File: config.mk
export PLATFORM = sky130hd
export DESIGN_NAME = abc_address_break_unit
export DESIGN_NICKNAME = d
export VERILOG_FILES = /design/src/rtl/abc_pkg.sv /design/src/rtl/abc_address_break_unit.sv
export SDC_FILE = /design/constraint.sdc
export NUM_CORES = 1
export LEC_CHECK = 0
export ABC_CLOCK_PERIOD_IN_PS = 2000
export BUFFER_PORTS_ARGS = -buffer_cell sky130_fd_sc_hd__buf_2
export CORE_MARGIN = 5
export CORE_UTILIZATION = 42
export CTS_CLUSTER_SIZE = 10
export DETAILED_ROUTE_END_ITERATION = 8
export PLACE_DENSITY = 0.63
export SLEW_MARGIN = 25
export SYNTH_ARGS = -nofsm -noshare
export SYNTH_HDL_FRONTEND = slang
export SYNTH_SLANG_ARGS = --single-unit
File: constraint.sdc
create_clock -name pclk -period 2 [get_ports pclk]
set_input_delay 0.2 -clock pclk [delete_from_list [all_inputs] [get_ports pclk]]
set_output_delay 0.2 -clock pclk [all_outputs]
set_load 0.01 [all_outputs]
File: src/rtl/abc_pkg.sv
package abc_pkg;

	localparam int unsigned ADDR_W = 24;
	localparam int unsigned NCH = 2;

	// register offsets (byte addresses, one word each)
	localparam logic [7:0] OFF_BREAK_ADDRESS_A = 8'h00;
	localparam logic [7:0] OFF_BREAK_ADDRESS_B = 8'h04;
	localparam logic [7:0] OFF_BREAK_CONTROL_A = 8'h08;
	localparam logic [7:0] OFF_BREAK_CONTROL_B = 8'h0c;
	localparam logic [7:0] OFF_IRQ_STATUS = 8'h10;
	localparam logic [7:0] OFF_IRQ_MASK = 8'h14;

	// break control field positions
	localparam int unsigned BCR_FLAG_POS = 7;
	localparam int unsigned BCR_QUAL_POS = 6;
	localparam int unsigned BCR_MASK_LSB = 3;
	localparam int unsigned BCR_COND_LSB = 1;
	localparam int unsigned BCR_IE_POS = 0;

	// reset values
	localparam logic [23:0] RST_BREAK_ADDR = 24'h000000;
	localparam logic [7:0] RST_BREAK_CTRL = 8'h00;
	localparam logic [1:0] RST_IRQ_MASK = 2'h0;
	localparam logic RST_MODULE_STOP = 1'b1;

	// cycle type condition codes
	localparam logic [1:0] COND_FETCH = 2'h0;
	localparam logic [1:0] COND_READ = 2'h1;
	localparam logic [1:0] COND_WRITE = 2'h2;
	localparam logic [1:0] COND_RW = 2'h3;

	typedef enum logic [2:0] {
		KIND_FETCH = 3'b001,
		KIND_READ = 3'b010,
		KIND_WRITE = 3'b100
	} abc_kind_e;

	// one cycle of the watched internal bus
	typedef struct packed {
		logic valid;
		abc_kind_e kind;
		logic transfer_controller;
		logic [23:0] addr;
	} abc_bus_s;

	typedef struct packed {
		logic flag;
		logic qualify;
		logic [2:0] mask_sel;
		logic [1:0] cond;
		logic irq_en;
	} abc_bcr_s;

	typedef struct packed {
		logic [1:0][23:0] brk_addr;
		abc_bcr_s [1:0] ctl;
		logic [1:0] armed;
		logic [1:0] pend;
		logic [1:0] stat;
		logic [1:0] mask;
		logic stop;
		logic [31:0] rdata;
	} abc_state_s;

endpackage

File: src/rtl/abc_address_break_unit.sv
// Function
// - two independent channels A and B, each with address and control, flag alone.
// - address bits 31 to 24 reserved, read undefined (zero here), writes ignored.
// - address bits 23 to 0 hold the read/write break address, reset zero.
// - control bit 7 is the match flag, set by hardware on a match, reset 0.
// - flag clears only by reading it as 1 then writing 0.
// - control bit 6: 0 qualifies processor cycles, 1 processor and transfer controller.
// - mask codes 000 to 100 ignore zero to four low address bits.
// - mask codes 101, 110, 111 ignore the low 8, 12, 16 address bits.
// - bits 2 to 1 pick fetch, data read, data write, or read or write.
// - control bit 0 gates the break request, reset 0.
// - fetch break is requested before the fetched instruction executes.
// - data break is requested right after the accessing instruction finishes.
// - channel B has the same layout, resets and behaviour as channel A.
// - an external module stop control halts the unit.
// - a flag left set keeps the break request asserted while enabled.
// - both channels share one break request line.
// - unit starts halted after reset; registers reachable only after stop release.
`timescale 1ns/100ps
module abc_address_break_unit (
	input wire logic pclk,
	input wire logic presetn,
	input wire logic psel,
	input wire logic penable,
	input wire logic pwrite,
	input wire logic [7:0] paddr,
	input wire logic [31:0] pwdata,
	output logic [31:0] prdata,
	output logic pready,
	output logic pslverr,
	input wire logic module_stop,
	input wire abc_pkg::abc_bus_s bus,
	input wire logic insn_end,
	output logic break_req,
	output logic irq
);

	abc_pkg::abc_state_s q;
	abc_pkg::abc_state_s d;
	logic [1:0] hit_fetch;
	logic [1:0] hit_data;

	// care bits of the address compare for a mask code
	function automatic logic [23:0] abc_care(input logic [2:0] code);
		logic [23:0] c;
		c = 24'hffffff;
		case (code)
			3'h0: c = 24'hffffff;
			3'h1: c = 24'hfffffe;
			3'h2: c = 24'hfffffc;
			3'h3: c = 24'hfffff8;
			3'h4: c = 24'hfffff0;
			3'h5: c = 24'hffff00;
			3'h6: c = 24'hfff000;
			3'h7: c = 24'hff0000;
			default: c = 24'hffffff;
		endcase
		return c;
	endfunction

	// does the watched cycle type satisfy a condition code
	function automatic logic abc_cond_ok(input logic [1:0] cond, input abc_pkg::abc_kind_e kind);
		logic ok;
		ok = 1'b0;
		case (cond)
			abc_pkg::COND_FETCH: ok = (kind == abc_pkg::KIND_FETCH);
			abc_pkg::COND_READ: ok = (kind == abc_pkg::KIND_READ);
			abc_pkg::COND_WRITE: ok = (kind == abc_pkg::KIND_WRITE);
			abc_pkg::COND_RW: ok = (kind == abc_pkg::KIND_READ) || (kind == abc_pkg::KIND_WRITE);
			default: ok = 1'b0;
		endcase
		return ok;
	endfunction

	function automatic logic [31:0] abc_ctl_word(input abc_pkg::abc_bcr_s c);
		return {24'h000000, c};
	endfunction

	for (genvar g = 0; g < 2; g++) begin : g_ch
		logic addr_eq;
		logic qual;
		logic match;
		assign addr_eq = ((bus.addr ^ q.brk_addr[g]) & abc_care(q.ctl[g].mask_sel)) == 24'h000000;
		assign qual = !bus.transfer_controller || q.ctl[g].qualify;
		assign match = bus.valid && addr_eq && qual && abc_cond_ok(q.ctl[g].cond, bus.kind);
		assign hit_fetch[g] = match && (bus.kind == abc_pkg::KIND_FETCH);
		assign hit_data[g] = match && (bus.kind != abc_pkg::KIND_FETCH);
	end

	logic setup;
	logic access;
	logic mapped;
	logic [1:0] set_now;

	assign setup = psel && !penable;
	assign access = psel && penable;
	assign mapped = (paddr == abc_pkg::OFF_BREAK_ADDRESS_A) || (paddr == abc_pkg::OFF_BREAK_ADDRESS_B)
		|| (paddr == abc_pkg::OFF_BREAK_CONTROL_A) || (paddr == abc_pkg::OFF_BREAK_CONTROL_B)
		|| (paddr == abc_pkg::OFF_IRQ_STATUS) || (paddr == abc_pkg::OFF_IRQ_MASK);

	always_comb begin
		d = q;
		d.stop = module_stop;
		for (int i = 0; i < 2; i++) begin
			// fetch break flagged at the fetch, ahead of execution
			// data break held until the instruction ends
			set_now[i] = !q.stop && (hit_fetch[i] || ((q.pend[i] || hit_data[i]) && insn_end));
			d.pend[i] = !q.stop && (q.pend[i] || hit_data[i]) && !insn_end;
		end
		// read data captured in the setup cycle so prdata leaves a flop
		if (setup) begin
			d.rdata = 32'h00000000;
			case (paddr)
				abc_pkg::OFF_BREAK_ADDRESS_A: d.rdata = {8'h00, q.brk_addr[0]};
				abc_pkg::OFF_BREAK_ADDRESS_B: d.rdata = {8'h00, q.brk_addr[1]};
				abc_pkg::OFF_BREAK_CONTROL_A: d.rdata = abc_ctl_word(q.ctl[0]);
				abc_pkg::OFF_BREAK_CONTROL_B: d.rdata = abc_ctl_word(q.ctl[1]);
				abc_pkg::OFF_IRQ_STATUS: d.rdata = {30'h00000000, q.stat};
				abc_pkg::OFF_IRQ_MASK: d.rdata = {30'h00000000, q.mask};
				default: d.rdata = 32'h00000000;
			endcase
		end
		if (access && !q.stop && mapped) begin
			if (pwrite) begin
				case (paddr)
					// break address write, upper byte kept out
					abc_pkg::OFF_BREAK_ADDRESS_A: d.brk_addr[0] = pwdata[23:0];
					abc_pkg::OFF_BREAK_ADDRESS_B: d.brk_addr[1] = pwdata[23:0];
					abc_pkg::OFF_BREAK_CONTROL_A,
					abc_pkg::OFF_BREAK_CONTROL_B: begin
						d.ctl[paddr[2]].qualify = pwdata[abc_pkg::BCR_QUAL_POS];
						d.ctl[paddr[2]].mask_sel = pwdata[abc_pkg::BCR_MASK_LSB +: 3];
						d.ctl[paddr[2]].cond = pwdata[abc_pkg::BCR_COND_LSB +: 2];
						d.ctl[paddr[2]].irq_en = pwdata[abc_pkg::BCR_IE_POS];
						// clear only after a read saw it set; writing 1 keeps it
						if (q.armed[paddr[2]] && !pwdata[abc_pkg::BCR_FLAG_POS]) begin
							d.ctl[paddr[2]].flag = 1'b0;
						end
						d.armed[paddr[2]] = 1'b0;
					end
					abc_pkg::OFF_IRQ_MASK: d.mask = pwdata[1:0];
					default: d.mask = q.mask;
				endcase
			end else begin
				// read of a set flag arms the clear
				if (paddr == abc_pkg::OFF_BREAK_CONTROL_A && q.ctl[0].flag) begin
					d.armed[0] = 1'b1;
				end
				if (paddr == abc_pkg::OFF_BREAK_CONTROL_B && q.ctl[1].flag) begin
					d.armed[1] = 1'b1;
				end
				if (paddr == abc_pkg::OFF_IRQ_STATUS) begin
					d.stat = 2'h0;
				end
			end
		end
		// a match in the clearing cycle wins
		for (int i = 0; i < 2; i++) begin
			if (set_now[i]) begin
				d.ctl[i].flag = 1'b1;
				d.stat[i] = 1'b1;
			end
		end
	end

	always_ff @(posedge pclk or negedge presetn) begin
		if (!presetn) begin
			q.brk_addr <= {abc_pkg::RST_BREAK_ADDR, abc_pkg::RST_BREAK_ADDR};
			q.ctl <= {abc_pkg::RST_BREAK_CTRL, abc_pkg::RST_BREAK_CTRL};
			q.armed <= 2'h0;
			q.pend <= 2'h0;
			q.stat <= 2'h0;
			q.mask <= abc_pkg::RST_IRQ_MASK;
			q.stop <= abc_pkg::RST_MODULE_STOP;
			q.rdata <= 32'h00000000;
		end else begin
			q <= d;
		end
	end

	assign prdata = q.rdata;
	assign pready = 1'b1;
	assign pslverr = access && (q.stop || !mapped);

	assign break_req = !q.stop && ((q.ctl[0].flag && q.ctl[0].irq_en)
		|| (q.ctl[1].flag && q.ctl[1].irq_en));
	assign irq = |(q.stat & q.mask);

endmodule

==> results of run 1 <==
[cell type report]
cell class | count | area share (%)
clock buffers | 10 | 3.69
repair buffers | 128 | 12.8
inverters | 3 | 0.181
flip-flops and latches | 97 | 39.1
multi-input cells | 307 | 40.0
clock inverters | 6 | 0.786
well taps | 168 | 3.39
[through the flow]
step                hold WS, ps  util, %  instance area, um^2
floorplan                 -95.6        -                 5250
global placement            140     48.5                 5870
detailed placement          144     48.5                 5870
CTS                        66.6     50.9                 6170
global route               77.7     51.2                 6210
finish                     84.6     51.2                 6210
[where the power goes]
group	leakage, nW	switching [W]	internal [W]
logic	1.62	0.000169	0.000114
clock network	0.126	0.000784	0.000857
registers	1.35	0.00000349	0.00196
total	3.09	0.000957	0.00293
[cells by family after synthesis]
kind of cell | synth area share [%]
other cells | 0.144
buf+inv | 7.19
xor+xnor | 7.89
flops | 46.5
simple gates | 9.83
compound gates | 9.52
mux | 18.9
[routing by layer]
metal	vias up	GRT usage (%)	wire, um	share of wire, %
met4	2	7.00	216	1.7
met5	-	0	7	0.056
met3	18	4.29	800	6.4
met2	93	27.1	5860	47
li1	1766	-	-	-
met1	1813	23.5	5590	45
[cell usage after synthesis (all sizes together), types with 4 or more instances]
cell type,instances,share of area [%]
xor2,31,5.2
dfrtp,96,46
nand3,5,0.72
a221oi,6,1.0
nor2,7,0.55
nand2,40,2.9
mux2,69,15
mux2i,21,4.0
o21ai,29,3.5
nor3,8,1.2
buf,45,6.8
a31oi,5,0.60
nand3b,5,0.72
nor4,4,0.48
a21oi,11,1.1
xnor2,16,2.7
[worst max path at each step]
stage                      startpoint                  to  slack, ps
floorplan                    paddr[1]  q[104]$_DFFE_PN0P_        100
global placement             paddr[1]  q[101]$_DFFE_PN0P_        -80
detailed placement           paddr[1]   q[89]$_DFFE_PN0P_       -110
CTS                 q[63]$_DFFE_PN0P_     q[37]$_DFF_PN0_         30
global route                flip-flop     q[37]$_DFF_PN0_        -50
finish                      flip-flop     q[37]$_DFF_PN0_         70
[timing repair]
item,CTS,global route
hold endpoints to repair,27,0
gates resized for setup,0,8
endpoints found under the setup margin,0,19
hold buffers,2,0
[placed cells by master (no fill, tap or decap), types with 9 or more instances in the layout]
master | netlist | layout
dfrtp_1 | 96 | 96
buf_2 | 5 | 93
mux2_2 | 65 | 65
nand2_1 | 40 | 39
xor2_1 | 31 | 31
buf_4 | 33 | 28
mux2i_1 | 21 | 21
o21ai_0 | 19 | 19
xnor2_1 | 16 | 16
o21ai_2 | 10 | 10
a21oi_1 | 11 | 9
conb_1 | 2 | 9
clkbuf_16 | 0 | 9
==> metrics.cfg, run 1 <==
[critical_path]
crit_fanout = 2
r2r_slack_ps = 70
cp.required_ps = 2260
worstPathArrival_ps = 2200
criticalPathCategory = flip-flop to flip-flop
worstPathCellList = or4b_2 > a21oi_2 > a21oi_1 > nor3_2 > buf_4 > a31oi_1 > nor3_1
start_kind = flip-flop
crit_slowest_cell = or4b_2
critical_path.max_stage_delay_ps = 680
cp-end-kind = flip-flop
crit_cells = 7
r2r_cells = 7
r2r-end = q[37]$_DFF_PN0_
cp_top_family = simple AND/OR/NAND/NOR gates
crit_buf_inv = 1

[route]
remaining_drc_errors = 0
routedWlPerCell_um = 17.3
ant_nets = 0
vias_per_cell = 5.13
routed_wl_um = 12500
firstDrtPassIters = 4
vias = 3692
drt_iter0_drc = 195

[floorplanning]
die_w_um = 121
pin_count = 112
start_util_pct = 43.1
die_h_um = 121
die_area_um2 = 14800
core-area_um2 = 12100
rows = 40

[placement]
post-place-ws_ps = -114
port_buffers = 94
routabilityCongestion = 0.833
dp_hpwl_um = 9570
placedCellCount = 701

[power]
leakagePower_nw = 3.09
power.density_nw_per_um2 = 627
total_power_w = 0.00389
irDropWorstVdd_mv = 0.384

[logic_synthesis]
ys_ff_latch = 97
synth.avg_cell_area_um2 = 11.7
synthFlopType = dfrtp_1
synth_area_um2 = 5220
synth_edf_count = 0
async_reset_ff_share_pct = 100
synth_cell_types = 53
ys_warn_count = 0
syn_inst = 448
synth_seq_area_share_pct = 46.5

[sta]
hold_viol_final = 0
fmax_mhz = 517
fin_ws_ps = 65.8
fin_setup_tns_ps = 0
rsz0062_at_grt = yes
finClkSkew_ps = 9.25
fin_crit_sh_pct = 96.7
slew_viol_final = 0
min_period_ps = 1930
finalSetupViolations = 0

[clock_tree]
cts_max_path_buffers = 2
post-cts-setup-buffers = 0
cts_tree = yes
cts-buffers-inserted = 9
cts_root_buffer = clkbuf_16
clk_pin_slew_ps = 70
cts_htree_levels = 3
clock_sinks = 97
clk_latency_ps = 350

[final_layout]
multi_input_area_um2 = 2480
drive_above_1_share_pct = 42.6
antenna_cells = 0
fin_cells = 719
fin_nets = 622
fillers = 1142
regArea_um2 = 2430
synthToLayoutAreaGrowth_pct = 18.9

[min_path]
hold_end = q[103]$_DFFE_PN0P_
whs_path_depth = 2
hold_path.class = primary input to flip-flop
timing.hold.worst.start = pwdata[22]

[grt]
gr-usage-all-layers_pct = 17.5
grt_pass1_wl_um = 20000
antenna_found_initial = 1
grt_overflow = 0
grt_max_degree = 50
grt_pass1_vias = 3812

[outcome]
status = finished, final reports clean

[job]
drv_cap = 0

Note: power is estimated with default switching activity, not from simulation.
==> run 2: changes to the inputs <==
ABC_AREA = 1   (was not set)
ABC_CLOCK_PERIOD_IN_PS = not set   (was 2000)
==> run 2 against run 1 <==
Fmax increased by 13%. Largest power group unchanged. Sequential share of layout area decreased by 1.3 points. Largest cell class is now flip-flops and latches. Non-clock buffer count down 17. Core utilization is 2.4 points lower. Highest routed layer is now met4. Via count up 33%.
==> metrics.cfg, run 2 <==
[floorplanning]
die_h_um = 125  ; was 121 um
pin_count = 112  ; unchanged
die_area_um2 = 15700  ; was 14800 um^2
core-area_um2 = 13100  ; was 12100 um^2
rows = 42  ; was 40
start_util_pct = 42.6  ; was 43.1%
die_w_um = 125  ; was 121 um

[clock_tree]
cts_tree = yes  ; unchanged
clock_sinks = 97  ; unchanged
clk_pin_slew_ps = 70  ; about the same
cts_root_buffer = clkbuf_16  ; unchanged
clk_latency_ps = 350  ; about the same
cts_htree_levels = 3  ; unchanged
cts-buffers-inserted = 9  ; unchanged
cts_max_path_buffers = 2  ; unchanged

[placement]
port_buffers = 94  ; unchanged
post-place-ws_ps = 100  ; was -114 ps
placedCellCount = 1015  ; was 701
routabilityCongestion = 0.869  ; was 0.833
dp_hpwl_um = 10800  ; was 9570 um

[power]
leakagePower_nw = 3.32  ; was 3.09 nW
irDropWorstVdd_mv = 0.433  ; was 0.384 mV
power.density_nw_per_um2 = 634  ; was 627 nW/um^2

[critical_path]
start_kind = flip-flop  ; unchanged
r2r_slack_ps = 290  ; was 70 ps
criticalPathCategory = flip-flop to flip-flop  ; unchanged
crit_fanout = 7  ; was 2
worstPathArrival_ps = 2010  ; was 2200 ps
cp-end-kind = flip-flop  ; unchanged
cp.required_ps = 2300  ; was 2260 ps

[final_layout]
synthToLayoutAreaGrowth_pct = 14.8  ; was 18.9%
final_cell_mix = nand2_1, inv_1, dfrtp_1, buf_2  ; was dfrtp_1, buf_2, mux2_2, nand2_1, xor2_1
fin_nets = 928  ; was 622
fin_cells = 1033  ; was 719
drive_above_1_share_pct = 17.6  ; was 42.6%
fillers = 1378  ; was 1142
antenna_cells = 0  ; unchanged
final_common_cell = nand2_1  ; was dfrtp_1

[sta]
rsz0062_at_grt = no  ; was yes
fin_crit_sh_pct = 85.6  ; was 96.7%
min_period_ps = 1710  ; was 1930 ps
slew_viol_final = 0  ; unchanged
fmax_mhz = 584  ; was 517 MHz
fin_setup_tns_ps = 0  ; unchanged
finClkSkew_ps = 6.87  ; was 9.25 ps
fin_hold_ws_ps = 53.9  ; was 84.6 ps
hold_viol_final = 0  ; unchanged
finalSetupViolations = 0  ; unchanged
fin_ws_ps = 288  ; was 65.8 ps

[min_path]
hold_path.class = primary input to flip-flop  ; unchanged

[grt]
grt_pass1_wl_um = 23900  ; was 20000 um
grt_overflow = 0  ; unchanged
gr-usage-all-layers_pct = 19.0  ; was 17.5%
grt_max_degree = 49  ; was 50
antenna_found_initial = 0  ; was 1
grt_pass1_vias = 4806  ; was 3812

[route]
drt_iter0_drc = 258  ; was 195
ant_nets = 0  ; unchanged
vias_per_cell = 4.74  ; was 5.13
firstDrtPassIters = 5  ; was 4
remaining_drc_errors = 0  ; unchanged
routed_wl_um = 14500  ; was 12500 um
vias = 4901  ; was 3692
routedWlPerCell_um = 14.0  ; was 17.3 um

[logic_synthesis]
yosysTopAreaCell = dfrtp_1  ; unchanged
yosys-top-cells-area = dfrtp_1, nand2_1, inv_1, buf_4, o21ai_0  ; was dfrtp_1, mux2_2, xor2_1, buf_4, mux2i_1
synthFlopType = dfrtp_1  ; unchanged
async_reset_ff_share_pct = 100  ; unchanged
synth_common_cells = nand2_1, inv_1, dfrtp_1, o21ai_0, o21ai_1  ; was dfrtp_1, mux2_2, nand2_1, buf_4, xor2_1
synth.avg_cell_area_um2 = 7.20  ; was 11.7 um^2
synth.most_common_cell = nand2_1  ; was dfrtp_1
synth_top_area_share_pct = 42.9  ; was 46.0%
synth_seq_area_share_pct = 43.4  ; was 46.5%
ys_ff_latch = 97  ; unchanged
synth_edf_count = 0  ; unchanged
synth_cell_types = 36  ; was 53
ys_warn_count = 0  ; unchanged
synth_area_um2 = 5600  ; was 5220 um^2
syn_inst = 777  ; was 448

[outcome]
status = finished, final reports clean  ; unchanged

[job]
drv_cap = 0  ; unchanged

## run 2: cell count changes after synthesis, sizes merged, moves of 9 or more
| cell | previous run | this run |
|---|---|---|
| nand2 | 40 | 286 |
| nor2 | 7 | 41 |
| o22ai | 0 | 19 |
| mux2i | 21 | 0 |
| xnor2 | 16 | 7 |
| inv | 3 | 109 |
| nand3 | 5 | 42 |
| xor2 | 31 | 5 |
| mux2 | 69 | 0 |
| o21ai | 29 | 88 |
## run 2: worst max-delay path, cell delays in order, from the launching register on
cell     delay (ps)
dfrtp_1         460
nand3_1         220
nand3_1         120
nand2_1          60
nor2_1          120
nand2_1          90
nor2_1          130
nand3_1         110
nand2_1          90
nand2_1          50
nand2_1          50
nand2_1          80
nand2_1          80
## run 2: cell type report
| class | count | area (um^2) | share of cell area, % |
|---|---|---|---|
| repair buffers | 111 | 656 | 10.2 |
| well taps | 176 | 220 | 3.43 |
| clock inverters | 5 | 61.3 | 0.955 |
| flip-flops and latches | 97 | 2430 | 37.8 |
| multi-input cells | 524 | 2400 | 37.4 |
| clock buffers | 11 | 243 | 3.78 |
| inverters | 109 | 409 | 6.37 |
## run 2: layer usage
metal  track usage [%]  up-vias  routed length, um
met4              5.23        0                211
met2              29.7      137               6540
met5                 0        -                  0
li1                  -     2541                  -
met1              25.5     2206               6830
met3              5.88       17                912
## run 2: timing repair
action,4_1_cts,5_1_grt
setup endpoints to repair,0,1
buffers inserted,0,0
hold buffers,2,0
hold endpoints to repair,28,0
resized for setup,0,1
## run 2: final timing paths
check	from	to	depth (start not counted)
worst min register to register	prdata[21]$_DFFE_PN0P_	prdata[21]$_DFFE_PN0P_	1
worst max-delay path	flip-flop	q[36]$_DFFE_PN0P_	12
min in group asynchronous	presetn	q[68]$_DFFE_PN0P_	2
worst max register to register	flip-flop	q[36]$_DFFE_PN0P_	12
max in group asynchronous	presetn	q[32]$_DFF_PN1_	3
worst min-delay path	insn_end	q[38]$_DFF_PN0_	2
## run 2: kinds of logic after synthesis
kind of cell / synth area share (%)
other: 0.134
AOI/OAI and AO/OA: 12.6
xor gates and xnor gates: 1.88
buffers and inverters: 14.1
and+or+nand+nor: 27.9
DFF: 43.4
## run 2: power by group
group | total [W] | internal [W] | switching [W]
Sequential | 0.00196 | 0.00196 | 0.00000110
Clock | 0.00180 | 0.00101 | 0.000785
Combinational | 0.000311 | 0.000112 | 0.000199
Total | 0.00407 | 0.00309 | 0.000985
## run 2: stage by stage
step           area, um^2  total power [W]  util (%)
4_1_cts              6420          0.00412      48.9
6_report             6420          0.00407      48.9
5_1_grt              6420          0.00424      48.9
2_1_floorplan        5620          0.00215         -
3_3_place_gp         6100          0.00231      46.4
3_5_place_dp         6100          0.00231      46.4
==> run 3: changes to the inputs <==
BUFFER_PORTS_ARGS = not set   (was -buffer_cell sky130_fd_sc_hd__buf_2)
CORE_UTILIZATION = 45   (was 42)
CTS_CLUSTER_SIZE = not set   (was 10)
DONT_BUFFER_PORTS = 1   (was not set)
PLACE_DENSITY = 0.59   (was 0.63)
==> run 3 against run 2 <==
The flow now finishes with violations (negative hold slack). Fmax fell by 1.1%. Setup slack worse by 19 ps. Global-route usage grew 1.6 points. Sequential share of layout area up 2.7 points. Flip-flop and latch count is the same. Non-clock buffer count shrank 84. Via count is 4.9% lower. Clock skew rose by 1.5 ps. Total power is 5.0% lower. Combinational power decreased by 38%. Critical path type unchanged. Largest power group unchanged. Highest routed layer unchanged.
==> metrics.cfg, run 3 (synthesized netlist as in run 2, its figures left out) <==
[route]
routedWlPerCell_um = 15.4  ; was 14.0 um
firstDrtPassIters = 4  ; was 5
drt_iter0_drc = 247  ; was 258
ant_nets = 0  ; unchanged
vias_per_cell = 4.96  ; was 4.74
remaining_drc_errors = 0  ; unchanged
routed_wl_um = 14500  ; about the same
vias = 4660  ; was 4901

[critical_path]
cp.required_ps = 2300  ; about the same
criticalPathCategory = flip-flop to flip-flop  ; unchanged
worstPathArrival_ps = 2030  ; was 2010 ps
crit_fanout = 9  ; was 7
r2r-end = q[56]$_DFFE_PN0P_  ; was q[36]$_DFFE_PN0P_
r2r_slack_ps = 270  ; was 290 ps
cp-end-kind = flip-flop  ; unchanged
r2r_cells = 12  ; unchanged
crit_slowest_cell = dfrtp_1  ; unchanged
start_kind = flip-flop  ; unchanged
crit_buf_inv = 0  ; unchanged
cp_top_family = simple AND/OR/NAND/NOR gates  ; unchanged
worstPathCellList = nand3_1 > nand3_1 > nand2_1 > nor2_1 > nand2_1 > nor2_1 > nand3_1 > nand2_1 > nand2_1 > nand2_1 > nand2_1 > nand2_1  ; unchanged
worst_path_most_repeated_cell = nand2_1  ; unchanged
critical_path.max_stage_delay_ps = 510  ; was 460 ps

[final_layout]
antenna_cells = 0  ; unchanged
fin_nets = 844  ; was 928
final_util_pct = 49.5  ; was 48.9%
drive_above_1_share_pct = 7.12  ; was 17.6%
synthToLayoutAreaGrowth_pct = 7.11  ; was 14.8%
final_common_cell = nand2_1  ; unchanged
fin_cells = 940  ; was 1033
final_cell_mix = nand2_1, inv_1, dfrtp_1, o21ai_0, o21ai_1  ; was nand2_1, inv_1, dfrtp_1, buf_2
fillers = 1237  ; was 1378
multi_input_area_um2 = 2400  ; unchanged
regArea_um2 = 2430  ; about the same

[clock_tree]
holdBufCountCts = 11  ; was 2
clk_pin_slew_ps = 70  ; about the same
post_cts_resize_count = 0  ; unchanged
cts_max_path_buffers = 2  ; unchanged
cts-buffers-inserted = 9  ; unchanged
clk_latency_ps = 360  ; was 350 ps
cts_tree = yes  ; unchanged
cts_root_buffer = clkbuf_16  ; unchanged
clock_sinks = 97  ; unchanged
cts_htree_levels = 3  ; unchanged

[sta]
fin_setup_tns_ps = 0  ; unchanged
fmax_mhz = 578  ; was 584 MHz
max_slew.worst_pin.slew_ps = 556
finClkSkew_ps = 8.34  ; was 6.87 ps
fin_ws_ps = 269  ; was 288 ps
rsz0062_at_grt = no  ; unchanged
hold_viol_final = 97  ; was 0
min_period_ps = 1730  ; was 1710 ps
fin_hold_ws_ps = -466  ; was 53.9 ps
finalSetupViolations = 0  ; unchanged
fin_crit_sh_pct = 86.6  ; was 85.6%
relSlewSlack_pct = 62.9
slew_viol_final = 0  ; unchanged

[grt]
grt_pass1_vias = 4656  ; was 4806
antenna_found_initial = 0  ; unchanged
grt_pass1_wl_um = 23400  ; was 23900 um
grt_overflow = 0  ; unchanged
gr-usage-all-layers_pct = 20.6  ; was 19.0%
grt_max_degree = 98  ; was 49

[floorplanning]
die_h_um = 122  ; was 125 um
rows = 40  ; was 42
die_w_um = 122  ; was 125 um
core-area_um2 = 12100  ; was 13100 um^2
die_area_um2 = 14800  ; was 15700 um^2
pin_count = 112  ; unchanged
start_util_pct = 46.2  ; was 42.6%

[placement]
dp_hpwl_um = 10600  ; was 10800 um
port_buffers = 0  ; was 94
placedCellCount = 914  ; was 1015
post-place-ws_ps = 253  ; was 100 ps
routabilityCongestion = 0.832  ; was 0.869

[power]
irDropWorstVdd_mv = 0.525  ; was 0.433 mV
leakagePower_nw = 2.92  ; was 3.32 nW
power.density_nw_per_um2 = 646  ; was 634 nW/um^2

[outcome]
violations = negative hold slack
status = finished with violations  ; was finished, final reports clean

[min_path]
hold_path.class = primary input to async pin  ; was primary input to flip-flop

[job]
drv_cap = 0  ; unchanged

==> run 3: changes by cell type in the layout (fill, tap and decap cells not counted), moves of 2 or more <==
cell	change
buf_2	-93
dlygate4sd3_1	+9
clkinvlp_4	+2
buf_12	-2
buf_4	+2
==> run 3: worst max path at each step <==
| stage | start | to | cells past startpoint |
|---|---|---|---|
| floorplan | paddr[6] | q[77]$_DFFE_PN0P_ | 12 |
| global placement | paddr[6] | q[56]$_DFFE_PN0P_ | 10 |
| detailed placement | paddr[6] | q[56]$_DFFE_PN0P_ | 10 |
| CTS | flip-flop | q[56]$_DFFE_PN0P_ | 12 |
| global route | flip-flop | q[35]$_DFFE_PN0P_ | 12 |
| finish | flip-flop | q[56]$_DFFE_PN0P_ | 12 |
==> run 3: final cells by class <==
cell class / count / share of cell area (%)
sequential: 97 / 40.5
timing repair buffer: 27 / 4.26
multi-input combinational: 524 / 40.1
tap: 168 / 3.51
clock inverter: 4 / 0.898
clock buffer: 11 / 3.88
inverter: 109 / 6.83
==> run 3: layer usage <==
metal / track usage (%) / share of wire [%] / vias up
li1: - / - / 2370
met1: 25.7 / 43 / 2171
met2: 34.1 / 47 / 104
met3: 6.48 / 8.0 / 15
met4: 6.09 / 1.6 / 0
met5: 0 / 0 / -
==> run 3: report_power, final <==
| part | switching (W) | total [W] | internal [W] | leakage, nW |
|---|---|---|---|---|
| Combinational | 0.000121 | 0.000192 | 0.0000712 | 1.44 |
| Clock | 0.000747 | 0.00171 | 0.000968 | 0.132 |
| Sequential | 0.00000132 | 0.00196 | 0.00196 | 1.35 |
==> run 3: timing repair <==
item | CTS | global route
buffers inserted | 0 | 0
hold endpoints to repair | 115 | 97
endpoints found under the setup margin | 0 | 0
==> run 3: worst register-to-register path, cell delays in order (launching register included) <==
cell     delay (ps)
dfrtp_1         510
nand3_1         230
nand3_1         120
nand2_1          60
nor2_1          110
nand2_1          80
nor2_1          140
nand3_1         100
nand2_1          80
nand2_1          50
nand2_1          60
nand2_1          70
nand2_1          60
==> run 3: metrics by stage <==
| stage | power [W] | instance area [um^2] |
|---|---|---|
| 2_1_floorplan | 0.00215 | 5620 |
| 3_3_place_gp | 0.00217 | 5600 |
| 3_5_place_dp | 0.00218 | 5600 |
| 4_1_cts | 0.00392 | 5990 |
| 5_1_grt | 0.00401 | 5990 |
| 6_report | 0.00387 | 5990 |
